### src/hdl/csp_dummy_unused.sv
`timescale 1ns/10ps

### src/hdl/csp_pkg.sv
package csp_pkg;
	// ------------------------------------------------------------
	// Control registers
	// ------------------------------------------------------------
	localparam logic [7:0] CSP_PORT_CFG_ADDR = 8'h05;
	localparam logic [7:0] CSP_PORT_CFG_RST = 8'h00;
	localparam int CSP_FMT_LSB = 0;
	localparam int CSP_RATIO_LSB = 2;
	localparam int CSP_DEM_LSB = 4;
	localparam logic [7:0] CSP_MAP_RST = 8'h00;
	localparam int CSP_MAP_INCR_BIT = 7;
	localparam logic [5:0] CSP_I2C_ADDR_HI = 6'h08;
	localparam logic [6:0] CSP_SPI_ADDR = 7'h10;
	localparam logic [2:0] CSP_STRAP_WAIT = 3'h4;
	// ------------------------------------------------------------
	// Serial audio framing
	// ------------------------------------------------------------
	localparam int CSP_SAMPLE_W = 24;
	localparam logic [4:0] CSP_START_I2S = 5'h01;
	localparam logic [4:0] CSP_START_LEFT = 5'h00;
	localparam logic [4:0] CSP_START_R24 = 5'h08;
	localparam logic [4:0] CSP_START_R20 = 5'h0C;
	localparam logic [4:0] CSP_LEN_24 = 5'h18;
	localparam logic [4:0] CSP_LEN_20 = 5'h14;
	localparam logic [4:0] CSP_POS_MAX = 5'h1F;
	// Master clocks per half bit clock period, bit clock at 64 Fs
	localparam logic [2:0] CSP_HALF_256 = 3'h2;
	localparam logic [2:0] CSP_HALF_384 = 3'h3;
	localparam logic [2:0] CSP_HALF_512 = 3'h4;
	typedef logic signed [CSP_SAMPLE_W-1:0] csp_sample_t;
	typedef enum logic [1:0] {CSP_FMT_I2S, CSP_FMT_LEFT, CSP_FMT_R24, CSP_FMT_R20} csp_fmt_t;
	typedef enum logic [1:0] {CSP_MCLK_256, CSP_MCLK_384, CSP_MCLK_512, CSP_MCLK_RSVD} csp_ratio_t;
	typedef enum logic [1:0] {CSP_DEM_32K, CSP_DEM_44K1, CSP_DEM_48K, CSP_DEM_OFF} csp_dem_t;
	typedef enum logic [2:0] {CSP_CP_IDLE, CSP_CP_ADDR, CSP_CP_MAP, CSP_CP_WDATA, CSP_CP_RDATA,
		CSP_CP_SKIP} csp_cp_st_t;
endpackage

### src/hdl/csp_hpf_if.sv
`timescale 1ns/10ps
interface csp_hpf_if;
	csp_pkg::csp_sample_t x;
	logic x_valid;
	csp_pkg::csp_sample_t y;
	logic y_valid;
	modport filt (input x, input x_valid, output y, output y_valid);
	modport user (output x, output x_valid, input y, input y_valid);
endinterface

### src/hdl/csp_dc_block.sv
`timescale 1ns/10ps
module csp_dc_block #(
	parameter int SHIFT = 10
) (
	input wire logic i_clk_sys, // System clock
	input wire logic i_reset, // Async reset, active high
	csp_hpf_if.filt hpf // Sample in, filtered sample out
);
	import csp_pkg::*;
	localparam int AW = CSP_SAMPLE_W + SHIFT;
	typedef struct packed {
		logic signed [AW-1:0] acc;
		csp_sample_t y;
		logic yv;
	} csp_hpf_st_t;
	csp_hpf_st_t st_reg, st_next;
	logic signed [CSP_SAMPLE_W:0] diff;
	// ------------------------------------------------------------
	// First order DC tracker; output is input minus tracked DC
	// ------------------------------------------------------------
	always_comb begin
		st_next = st_reg;
		st_next.yv = 1'b0;
		diff = {hpf.x[CSP_SAMPLE_W-1], hpf.x} - {st_reg.acc[AW-1], st_reg.acc[AW-1:SHIFT]};
		if (hpf.x_valid) begin
			// Saturate rather than wrap, a wrap would click
			if (diff[CSP_SAMPLE_W] != diff[CSP_SAMPLE_W-1]) begin
				st_next.y = {diff[CSP_SAMPLE_W], {(CSP_SAMPLE_W-1){~diff[CSP_SAMPLE_W]}}};
			end else begin
				st_next.y = diff[CSP_SAMPLE_W-1:0];
			end
			st_next.acc = st_reg.acc + AW'(diff);
			st_next.yv = 1'b1;
		end
	end
	always_ff @(posedge i_clk_sys or posedge i_reset) begin
		if (i_reset) begin
			st_reg <= '0;
		end else begin
			st_reg <= st_next;
		end
	end
	assign hpf.y = st_reg.y;
	assign hpf.y_valid = st_reg.yv;
endmodule

### src/hdl/csp_codec_pins.sv
`timescale 1ns/10ps
module csp_codec_pins #(
	parameter bit SOFT_CTRL = 1'b1,
	parameter int HPF_SHIFT = 10
) (
	input wire logic i_clk_sys, // Master clock
	input wire logic i_reset, // Async reset, active high
	input wire logic i_bit_clock, // Bit clock pin in
	output logic o_bit_clock, // Bit clock pin out
	output logic o_bit_clock_oe, // Bit clock drive enable
	input wire logic i_frame_channel_clock, // Frame clock pin in
	output logic o_frame_channel_clock, // Frame clock pin out
	output logic o_frame_channel_clock_oe, // Frame clock drive enable
	input wire logic i_audio_data_out, // Data out pin level, strap read
	output logic o_audio_data_out, // Data out pin
	output logic o_audio_data_out_oe, // Data out drive enable
	input wire logic i_audio_data_in, // Serial data in pin
	input wire logic i_control_bit_clock, // Control clock pin
	input wire logic i_control_serial_in, // Control data pin in
	output logic o_control_serial_out, // Control data pin out
	output logic o_control_serial_oe, // Control data pull-low enable
	input wire logic i_chip_address_bit, // Address bit or SPI select
	input wire logic i_ctrl_format_i2c, // Control format pin
	input wire logic [1:0] i_deemph_rate_select, // De-emphasis pins
	input csp_pkg::csp_sample_t i_rec_left, // Decimated left sample
	input csp_pkg::csp_sample_t i_rec_right, // Decimated right sample
	input wire logic i_rec_valid, // Record sample pair strobe
	output csp_pkg::csp_sample_t o_play_left, // Received left sample
	output csp_pkg::csp_sample_t o_play_right, // Received right sample
	output logic o_play_valid, // Received pair strobe
	output csp_pkg::csp_dem_t o_deemph_sel, // De-emphasis choice
	output logic o_deemph_en, // De-emphasis active
	output logic o_master_mode, // Latched master choice
	output logic o_conv_active // Out of reset, strap done
);
	import csp_pkg::*;
	typedef struct packed {
		logic [1:0] ccl_s, cdi_s, csel_s, fsel_s, bck_s, lrc_s, dout_s, din_s, dem_a, dem_b;
		logic ccl_prev, cdi_prev;
		csp_cp_st_t cp;
		logic [3:0] bitc;
		logic [7:0] sh, map_reg, port_cfg_reg;
		logic sda_low;
		logic [2:0] strap_cnt;
		logic strap_done, master;
		logic [2:0] div_cnt;
		logic gen_bck;
		logic [5:0] gen_slot;
		logic bck_prev, lr_prev;
		logic [4:0] pos;
		logic left;
		logic dout;
		logic [CSP_SAMPLE_W-1:0] rx_sh;
		csp_sample_t play_l, play_r, rec_l, rec_r;
		logic play_v;
		csp_dem_t dem;
	} csp_top_st_t;
	csp_top_st_t st_reg, st_next;
	csp_hpf_if hpf_l ();
	csp_hpf_if hpf_r ();
	logic spi, ccl, sda, csel, scl_rise, scl_fall, i2c_start, i2c_stop;
	logic byte_done, match, bck, lr, b_rise, b_fall, in_win;
	logic [7:0] byte_val, rdata;
	csp_fmt_t fmt;
	logic [2:0] half;
	logic [4:0] start, len, idx;
	logic [CSP_SAMPLE_W-1:0] word, shifted;
	// ------------------------------------------------------------
	// Record path DC removal, one filter per channel
	// ------------------------------------------------------------
	assign hpf_l.x = i_rec_left;
	assign hpf_l.x_valid = i_rec_valid;
	assign hpf_r.x = i_rec_right;
	assign hpf_r.x_valid = i_rec_valid;
	csp_dc_block #(.SHIFT(HPF_SHIFT)) u_hpf_l (.i_clk_sys(i_clk_sys), .i_reset(i_reset), .hpf(hpf_l));
	csp_dc_block #(.SHIFT(HPF_SHIFT)) u_hpf_r (.i_clk_sys(i_clk_sys), .i_reset(i_reset), .hpf(hpf_r));
	// ------------------------------------------------------------
	// Next state
	// ------------------------------------------------------------
	always_comb begin
		st_next = st_reg;
		st_next.ccl_s = {st_reg.ccl_s[0], i_control_bit_clock};
		st_next.cdi_s = {st_reg.cdi_s[0], i_control_serial_in};
		st_next.csel_s = {st_reg.csel_s[0], i_chip_address_bit};
		st_next.fsel_s = {st_reg.fsel_s[0], i_ctrl_format_i2c};
		st_next.bck_s = {st_reg.bck_s[0], i_bit_clock};
		st_next.lrc_s = {st_reg.lrc_s[0], i_frame_channel_clock};
		st_next.dout_s = {st_reg.dout_s[0], i_audio_data_out};
		st_next.din_s = {st_reg.din_s[0], i_audio_data_in};
		st_next.dem_a = i_deemph_rate_select;
		st_next.dem_b = st_reg.dem_a;
		st_next.play_v = 1'b0;
		spi = ~st_reg.fsel_s[1];
		ccl = st_reg.ccl_s[1];
		sda = st_reg.cdi_s[1];
		csel = st_reg.csel_s[1];
		scl_rise = ccl & ~st_reg.ccl_prev;
		scl_fall = ~ccl & st_reg.ccl_prev;
		i2c_start = ~spi & ccl & st_reg.ccl_prev & st_reg.cdi_prev & ~sda;
		i2c_stop = ~spi & ccl & st_reg.ccl_prev & ~st_reg.cdi_prev & sda;
		st_next.ccl_prev = ccl;
		st_next.cdi_prev = sda;
		rdata = ({5'h00, st_reg.map_reg[2:0]} == CSP_PORT_CFG_ADDR) ? st_reg.port_cfg_reg : 8'h00;
		byte_val = spi ? {st_reg.sh[6:0], sda} : st_reg.sh;
		byte_done = spi ? (scl_rise & ~csel & (st_reg.bitc == 4'h7)) :
			(scl_fall & (st_reg.bitc == 4'h8));
		// SPI select must be low, reads are not offered on SPI
		match = spi ? ((byte_val[7:1] == CSP_SPI_ADDR) & ~byte_val[0]) :
			(byte_val[7:1] == {CSP_I2C_ADDR_HI, csel});
		// --------------------------------------------------------
		// Control port bit engine
		// --------------------------------------------------------
		if (spi) begin
			st_next.sda_low = 1'b0;
			if (csel) begin
				st_next.cp = CSP_CP_ADDR;
				st_next.bitc = 4'h0;
			end else if (scl_rise) begin
				st_next.sh = byte_val;
				st_next.bitc = (st_reg.bitc == 4'h7) ? 4'h0 : st_reg.bitc + 4'h1;
			end
		end else if (i2c_start) begin
			st_next.cp = CSP_CP_ADDR;
			st_next.bitc = 4'h0;
			st_next.sda_low = 1'b0;
		end else if (i2c_stop) begin
			st_next.cp = CSP_CP_IDLE;
			st_next.sda_low = 1'b0;
		end else if (scl_rise) begin
			if (st_reg.bitc == 4'h8) begin
				st_next.bitc = 4'h0;
				// Master not acknowledging ends the read burst
				if (st_reg.cp == CSP_CP_RDATA && sda) begin
					st_next.cp = CSP_CP_SKIP;
				end
			end else begin
				st_next.sh = {st_reg.sh[6:0], sda};
				st_next.bitc = st_reg.bitc + 4'h1;
			end
		end else if (scl_fall) begin
			st_next.sda_low = 1'b0;
			if (st_reg.bitc < 4'h8 && st_reg.cp == CSP_CP_RDATA) begin
				st_next.sda_low = ~rdata[3'h7 - st_reg.bitc[2:0]];
			end
		end
		if (byte_done) begin
			case (st_reg.cp)
				CSP_CP_ADDR: begin
					if (match) begin
						st_next.cp = byte_val[0] ? CSP_CP_RDATA : CSP_CP_MAP;
						st_next.sda_low = ~spi;
					end else begin
						st_next.cp = CSP_CP_SKIP;
					end
				end
				CSP_CP_MAP: begin
					st_next.map_reg = byte_val;
					st_next.cp = CSP_CP_WDATA;
					st_next.sda_low = ~spi;
				end
				CSP_CP_WDATA: begin
					if ({5'h00, st_reg.map_reg[2:0]} == CSP_PORT_CFG_ADDR) begin
						st_next.port_cfg_reg = byte_val;
					end
					if (st_reg.map_reg[CSP_MAP_INCR_BIT]) begin
						st_next.map_reg[2:0] = st_reg.map_reg[2:0] + 3'h1;
					end
					st_next.sda_low = ~spi;
				end
				CSP_CP_RDATA: begin
					if (st_reg.map_reg[CSP_MAP_INCR_BIT]) begin
						st_next.map_reg[2:0] = st_reg.map_reg[2:0] + 3'h1;
					end
				end
				default: begin
				end
			endcase
		end
		// --------------------------------------------------------
		// Strap and mode
		// --------------------------------------------------------
		// Wait for the synchroniser to fill before trusting the pin
		if (!st_reg.strap_done) begin
			if (st_reg.strap_cnt == CSP_STRAP_WAIT) begin
				st_next.strap_done = 1'b1;
				st_next.master = ~st_reg.dout_s[1];
			end else begin
				st_next.strap_cnt = st_reg.strap_cnt + 3'h1;
			end
		end
		// the filter scales with Fs, so only the code is carried
		st_next.dem = SOFT_CTRL ? csp_dem_t'(st_reg.port_cfg_reg[CSP_DEM_LSB +: 2]) :
			csp_dem_t'(st_reg.dem_b);
		// --------------------------------------------------------
		// Bit and frame clocks
		// --------------------------------------------------------
		fmt = csp_fmt_t'(st_reg.port_cfg_reg[CSP_FMT_LSB +: 2]);
		case (csp_ratio_t'(st_reg.port_cfg_reg[CSP_RATIO_LSB +: 2]))
			CSP_MCLK_384: half = CSP_HALF_384;
			CSP_MCLK_512: half = CSP_HALF_512;
			default: half = CSP_HALF_256;
		endcase
		if (st_reg.master && st_reg.strap_done) begin
			if (st_reg.div_cnt >= half - 3'h1) begin
				st_next.div_cnt = 3'h0;
				st_next.gen_bck = ~st_reg.gen_bck;
				if (st_reg.gen_bck) begin
					st_next.gen_slot = st_reg.gen_slot + 6'h01;
				end
			end else begin
				st_next.div_cnt = st_reg.div_cnt + 3'h1;
			end
		end
		// slots 0-31 left; I2S marks left low, others high
		bck = st_reg.master ? st_reg.gen_bck : st_reg.bck_s[1];
		lr = st_reg.master ? (st_reg.gen_slot[5] ^ (fmt != CSP_FMT_I2S)) : st_reg.lrc_s[1];
		b_rise = bck & ~st_reg.bck_prev & st_reg.strap_done;
		b_fall = ~bck & st_reg.bck_prev & st_reg.strap_done;
		st_next.bck_prev = bck;
		case (fmt)
			CSP_FMT_I2S: start = CSP_START_I2S;
			CSP_FMT_LEFT: start = CSP_START_LEFT;
			CSP_FMT_R24: start = CSP_START_R24;
			default: start = CSP_START_R20;
		endcase
		len = (fmt == CSP_FMT_R20) ? CSP_LEN_20 : CSP_LEN_24;
		// --------------------------------------------------------
		// Serial data out on falling edge
		// --------------------------------------------------------
		if (b_fall) begin
			st_next.lr_prev = lr;
			// Channel follows the frame level on every fall, so the first frame
			// after reset, which shows no level change, is not sent as the other channel
			st_next.left = (fmt == CSP_FMT_I2S) ? ~lr : lr;
			if (lr != st_reg.lr_prev) begin
				st_next.pos = 5'h00;
			end else if (st_reg.pos != CSP_POS_MAX) begin
				st_next.pos = st_reg.pos + 5'h01;
			end
		end
		word = st_next.left ? st_reg.rec_l : st_reg.rec_r;
		idx = st_next.pos - start;
		if (b_fall) begin
			st_next.dout = 1'b0;
			if (st_next.pos >= start && idx < len) begin
				st_next.dout = word[5'h17 - idx];
			end
		end
		// --------------------------------------------------------
		// Serial data in on rising edge
		// --------------------------------------------------------
		idx = st_reg.pos - start;
		in_win = (st_reg.pos >= start) && (idx < len);
		shifted = {st_reg.rx_sh[CSP_SAMPLE_W-2:0], st_reg.din_s[1]};
		if (b_rise && in_win) begin
			st_next.rx_sh = shifted;
			if (idx == len - 5'h01) begin
				if (st_reg.left) begin
					st_next.play_l = (fmt == CSP_FMT_R20) ? {shifted[19:0], 4'h0} : shifted;
				end else begin
					st_next.play_r = (fmt == CSP_FMT_R20) ? {shifted[19:0], 4'h0} : shifted;
					st_next.play_v = 1'b1;
				end
			end
		end
		if (hpf_l.y_valid) begin
			st_next.rec_l = hpf_l.y;
			st_next.rec_r = hpf_r.y;
		end
	end
	// ------------------------------------------------------------
	// State register
	// ------------------------------------------------------------
	always_ff @(posedge i_clk_sys or posedge i_reset) begin
		if (i_reset) begin
			st_reg <= '0;
			st_reg.port_cfg_reg <= CSP_PORT_CFG_RST;
			st_reg.map_reg <= CSP_MAP_RST;
		end else begin
			st_reg <= st_next;
		end
	end
	assign o_bit_clock = st_reg.gen_bck;
	assign o_bit_clock_oe = st_reg.master & st_reg.strap_done;
	assign o_frame_channel_clock = st_reg.gen_slot[5] ^ (fmt != CSP_FMT_I2S);
	assign o_frame_channel_clock_oe = st_reg.master & st_reg.strap_done;
	assign o_audio_data_out = st_reg.dout;
	assign o_audio_data_out_oe = st_reg.strap_done;
	assign o_control_serial_out = 1'b0;
	assign o_control_serial_oe = st_reg.sda_low;
	assign o_play_left = st_reg.play_l;
	assign o_play_right = st_reg.play_r;
	assign o_play_valid = st_reg.play_v;
	assign o_deemph_sel = st_reg.dem;
	assign o_deemph_en = (st_reg.dem != CSP_DEM_OFF);
	assign o_master_mode = st_reg.master;
	assign o_conv_active = st_reg.strap_done;
endmodule

### config.mk
export PLATFORM = sky130hd
export DESIGN_NAME = csp_codec_pins
export DESIGN_NICKNAME = d
export VERILOG_FILES = /design/src/hdl/csp_dummy_unused.sv /design/src/hdl/csp_pkg.sv /design/src/hdl/csp_hpf_if.sv /design/src/hdl/csp_dc_block.sv /design/src/hdl/csp_codec_pins.sv
export SDC_FILE = /design/constraint.sdc
export NUM_CORES = 1
export LEC_CHECK = 0
export ABC_AREA = 1
export BUFFER_PORTS_ARGS = -buffer_cell sky130_fd_sc_hd__buf_2
export CORE_MARGIN = 2
export CORE_UTILIZATION = 40
export CTS_BUF_LIST = sky130_fd_sc_hd__clkbuf_8
export CTS_CLUSTER_DIAMETER = 200
export DETAILED_ROUTE_END_ITERATION = 10
export PLACE_DENSITY = 0.61
export SETUP_SLACK_MARGIN = 0.02
export SLEW_MARGIN = 20
export SYNTH_ARGS = -nofsm -noshare
export SYNTH_HDL_FRONTEND = slang
export SYNTH_SLANG_ARGS = --single-unit
### constraint.sdc
create_clock -name i_clk_sys -period 9.5 [get_ports i_clk_sys]
set_clock_uncertainty 0.2 [all_clocks]
set_input_delay 0.95 -clock i_clk_sys [delete_from_list [all_inputs] [get_ports i_clk_sys]]
set_output_delay 0.95 -clock i_clk_sys [all_outputs]
set_load 0.05 [all_outputs]
==> summary.md <==
| Metric | Value |
|---|---|
| Most common cell after layout, fill and taps aside | nand2_1 |
| Synth cell types | 56 |
| Max Cap Violations | 0 |
| Post-synthesis cell area | between 20000 and 25000 µm² |
| Clk_lat worst skew | ~0.7 ns |
| Fin crit share | 0.4894 |
| Post-CTS resize count | 0 |
| Port bufs | 119 |
| Nets@finish | 2905 |
| Slew HR | 0.3322 |
| Layout Utilization | 0.4422 |
| Synth warn | 0 |
| DP HPWL | 38770 µm |
| Top FF cell, synth | dfrtp_1 |
| Setup Crit Path Kind | primary input to flop |
| CP startpoint | i_rec_right[0] |
| Syn_nets | ~2.8k |
| H-Tree Level Count | 2 |
| Die height | 228.8 µm |
| Final Hold Viols | 0 |
| Startpoint Class | primary input |
| Clock buffer depth | 3 |
| Post-CTS setup repair buffer count | 0 |
| Die span in x | around 230 µm |
| Ports | ~120 |
| Largest register FFs | 97 |
| Status | completed |
| Tightest Pin Transition | 1.002 ns |
| Fraction of layout cells with a size suffix above 1 | 0.1173 |
| Number of synthesized register bits | 309 |
| Setup TNS | 0 ns |
| CTS tree | done |
| GRT Overall Usage | 0.1963 |
| DRC marker count from the first detailed-route iteration | between 1k and 1.5k |
| Starting Density | 0.4038 |
| EDFF count, synth | 0 |
| R2r setup slk | ~4.9 ns |
| Register area | 7734 µm² |
| Max-slew violation count | 0 |
| Setup Viol. Count Final | 0 |
| Critical path destination | u_hpf_r.st_reg[46] |
| Most area-hungry cell type in the Yosys netlist | dfrtp_1 |
| CP arrival | 4.93 ns |
| Root buffer cell | clkbuf_8 |
| Wire length per cell | 15.01 µm |
| Post-layout min period | 4.650 ns |
| Achievable frequency | about 220 MHz |
| DR vias | 17.48k |
| Crit Reg-Reg Endpoint | u_hpf_r.st_reg[46] |
| Reg2reg path depth | 20 |
| Area of the multi-input gates | 10500 µm² |
| Post-route cell area | 22140 µm² |
| Pre-antenna DRT Iters | 6 |
| Post-synth ARST share | 1.000 |
| Post-route ant nets | 0 |
| Initial antenna violation count | 0 |
| Worst EP required | 9.78 ns |
| Area grow syn2layout | 9.518% |
| Post-Syn Instances | 2640 |
| Critical Path Fanout Max | 5 |
| TritonCTS Buffers | 56 |
| First-pass GRT wire length | between 80000 and 90000 µm |
| Core Area | 50070 µm² |
| Clock sinks | 309 |
| Ant. Diodes | 0 |
| CP endpoint kind | flop |
| Area after DPL | 20940 µm² |
| Die area | approximately 52000 µm² |
| DR vias/cell | 5.117 |
| DR DRC count | 0 |
| Most frequent cells in the layout | 611 x nand2_1, 321 x inv_1, 308 x dfrtp_1 |
| Cts hold-fix bufs | 0 |
| Top-area cell type share of the netlist area | 0.3824 |
| Hold slack | 0.1484 ns |
| Min-Delay Path Class | flop to flop |
| Final wirelength | slightly above 50000 µm |
| Gpl congestion | 0.8754 |
| # rows | 82 |
| Largest net degree at the start of global routing | between 90 and 100 |
| Seq/Total Area, Yosys | 0.3824 |
| Syn Area/Cell | 7.658 µm² |
| Grt total ovfl | 0 |
| Most area-consuming cells after synthesis | dfrtp_1 38%, nand2_1 11%, ha_1 8.6% |
| R2R Path Start | u_hpf_r.st_reg[35] |
| # fillers | 5214 |
| RSZ-0062 raised after global routing | no |
| Vias in the first global route | 17.11k |
| CTS clk-pin slew, worst paths | roughly 0.06 ns |
-- how the worst min path moves through the flow --
stage,end,slack [ns],start,depth (start not counted)
floorplan,ccl,0.13,st_next[200],0
CTS,st_next[186],0.11,i_audio_data_in,1
global route,st_next[186],0.13,i_audio_data_in,1
finish,ccl,0.15,st_next[200],0
detailed placement,ccl,0.14,st_next[200],0
global placement,st_reg[194],0.14,st_next[194],0
-- kinds of logic (layout without fill, tap and decap cells) --
group | after synthesis | count (layout) | share of synthesized area
compound gates | 592 | 592 | 0.1672
xor+xnor | 73 | 73 | 0.03348
fa+ha+maj | 143 | 143 | 0.08998
buf+inv | 444 | 548 | 0.09821
flops | 309 | 309 | 0.3824
mux | 2 | 2 | 0.001114
other cells | 1 | 1 | 0.0001855
simple gates | 1076 | 1076 | 0.2274
-- routing by layer --
metal  GRT usage  wire length, µm  vias to the layer above
met4     0.05377             1219                        0
met2      0.3220            23580                      391
met3     0.03343             2411                       91
li1            -                -                     8793
met1      0.2675            24060                     8203
met5           0                0                        -
-- critical path, stage by stage --
cell      delay (ns)
buf_2           0.10
inv_1           0.05
ha_1            0.13
inv_1           0.06
fa_1            0.38
nand2_1         0.07
inv_1           0.05
o21ai_1         0.12
nand2_1         0.14
nand3_1         0.10
nand3_1         0.14
a21oi_1         0.32
o21bai_1        0.16
xor2_1          0.41
ha_1            0.39
a21o_1          0.21
a31oi_1         0.29
a21boi_0        0.25
nand3_1         0.15
or2_2           0.30
nand3_1         0.07
o21ai_0         0.10
-- cell type report --
type | count | area share
Clock inverter | 29 | 0.009663
Clock buffer | 72 | 0.04475
Sequential cell | 309 | 0.3493
Inverter | 320 | 0.05442
Timing Repair Buffer | 127 | 0.02972
Multi-Input combinational cell | 1887 | 0.4742
Tap cell | 672 | 0.03797
-- metrics by stage --
stage,cells,setup slack (ns)
floorplan,2640,4.237
global placement,3315,4.326
detailed placement,3315,4.276
CTS,3416,4.924
global route,3416,4.376
finish,3416,4.850
-- synthesized netlist by cell type (all sizes together), types with 3 or more instances --
| cell | n |
|---|---|
| nor3 | 18 |
| a2111oi | 3 |
| o21ai | 319 |
| xnor2 | 21 |
| fa | 4 |
| clkbuf | 41 |
| a31oi | 28 |
| o21a | 3 |
| nor2 | 176 |
| nand2 | 629 |
| dfrtp | 309 |
| nand4 | 27 |
| a21oi | 168 |
| o221ai | 3 |
| xor2 | 52 |
| nand3b | 6 |
| nor4 | 11 |
| a21boi | 5 |
| ha | 139 |
| a21o | 19 |
| or2 | 32 |
| a211oi | 6 |
| o22ai | 3 |
| inv | 318 |
| buf | 83 |
| and2 | 3 |
| o211ai | 6 |
| nand3 | 174 |
| o21bai | 23 |
Power is not shown: default switching activity piles up to over one toggle a cycle in this logic, so the estimate is an artifact.
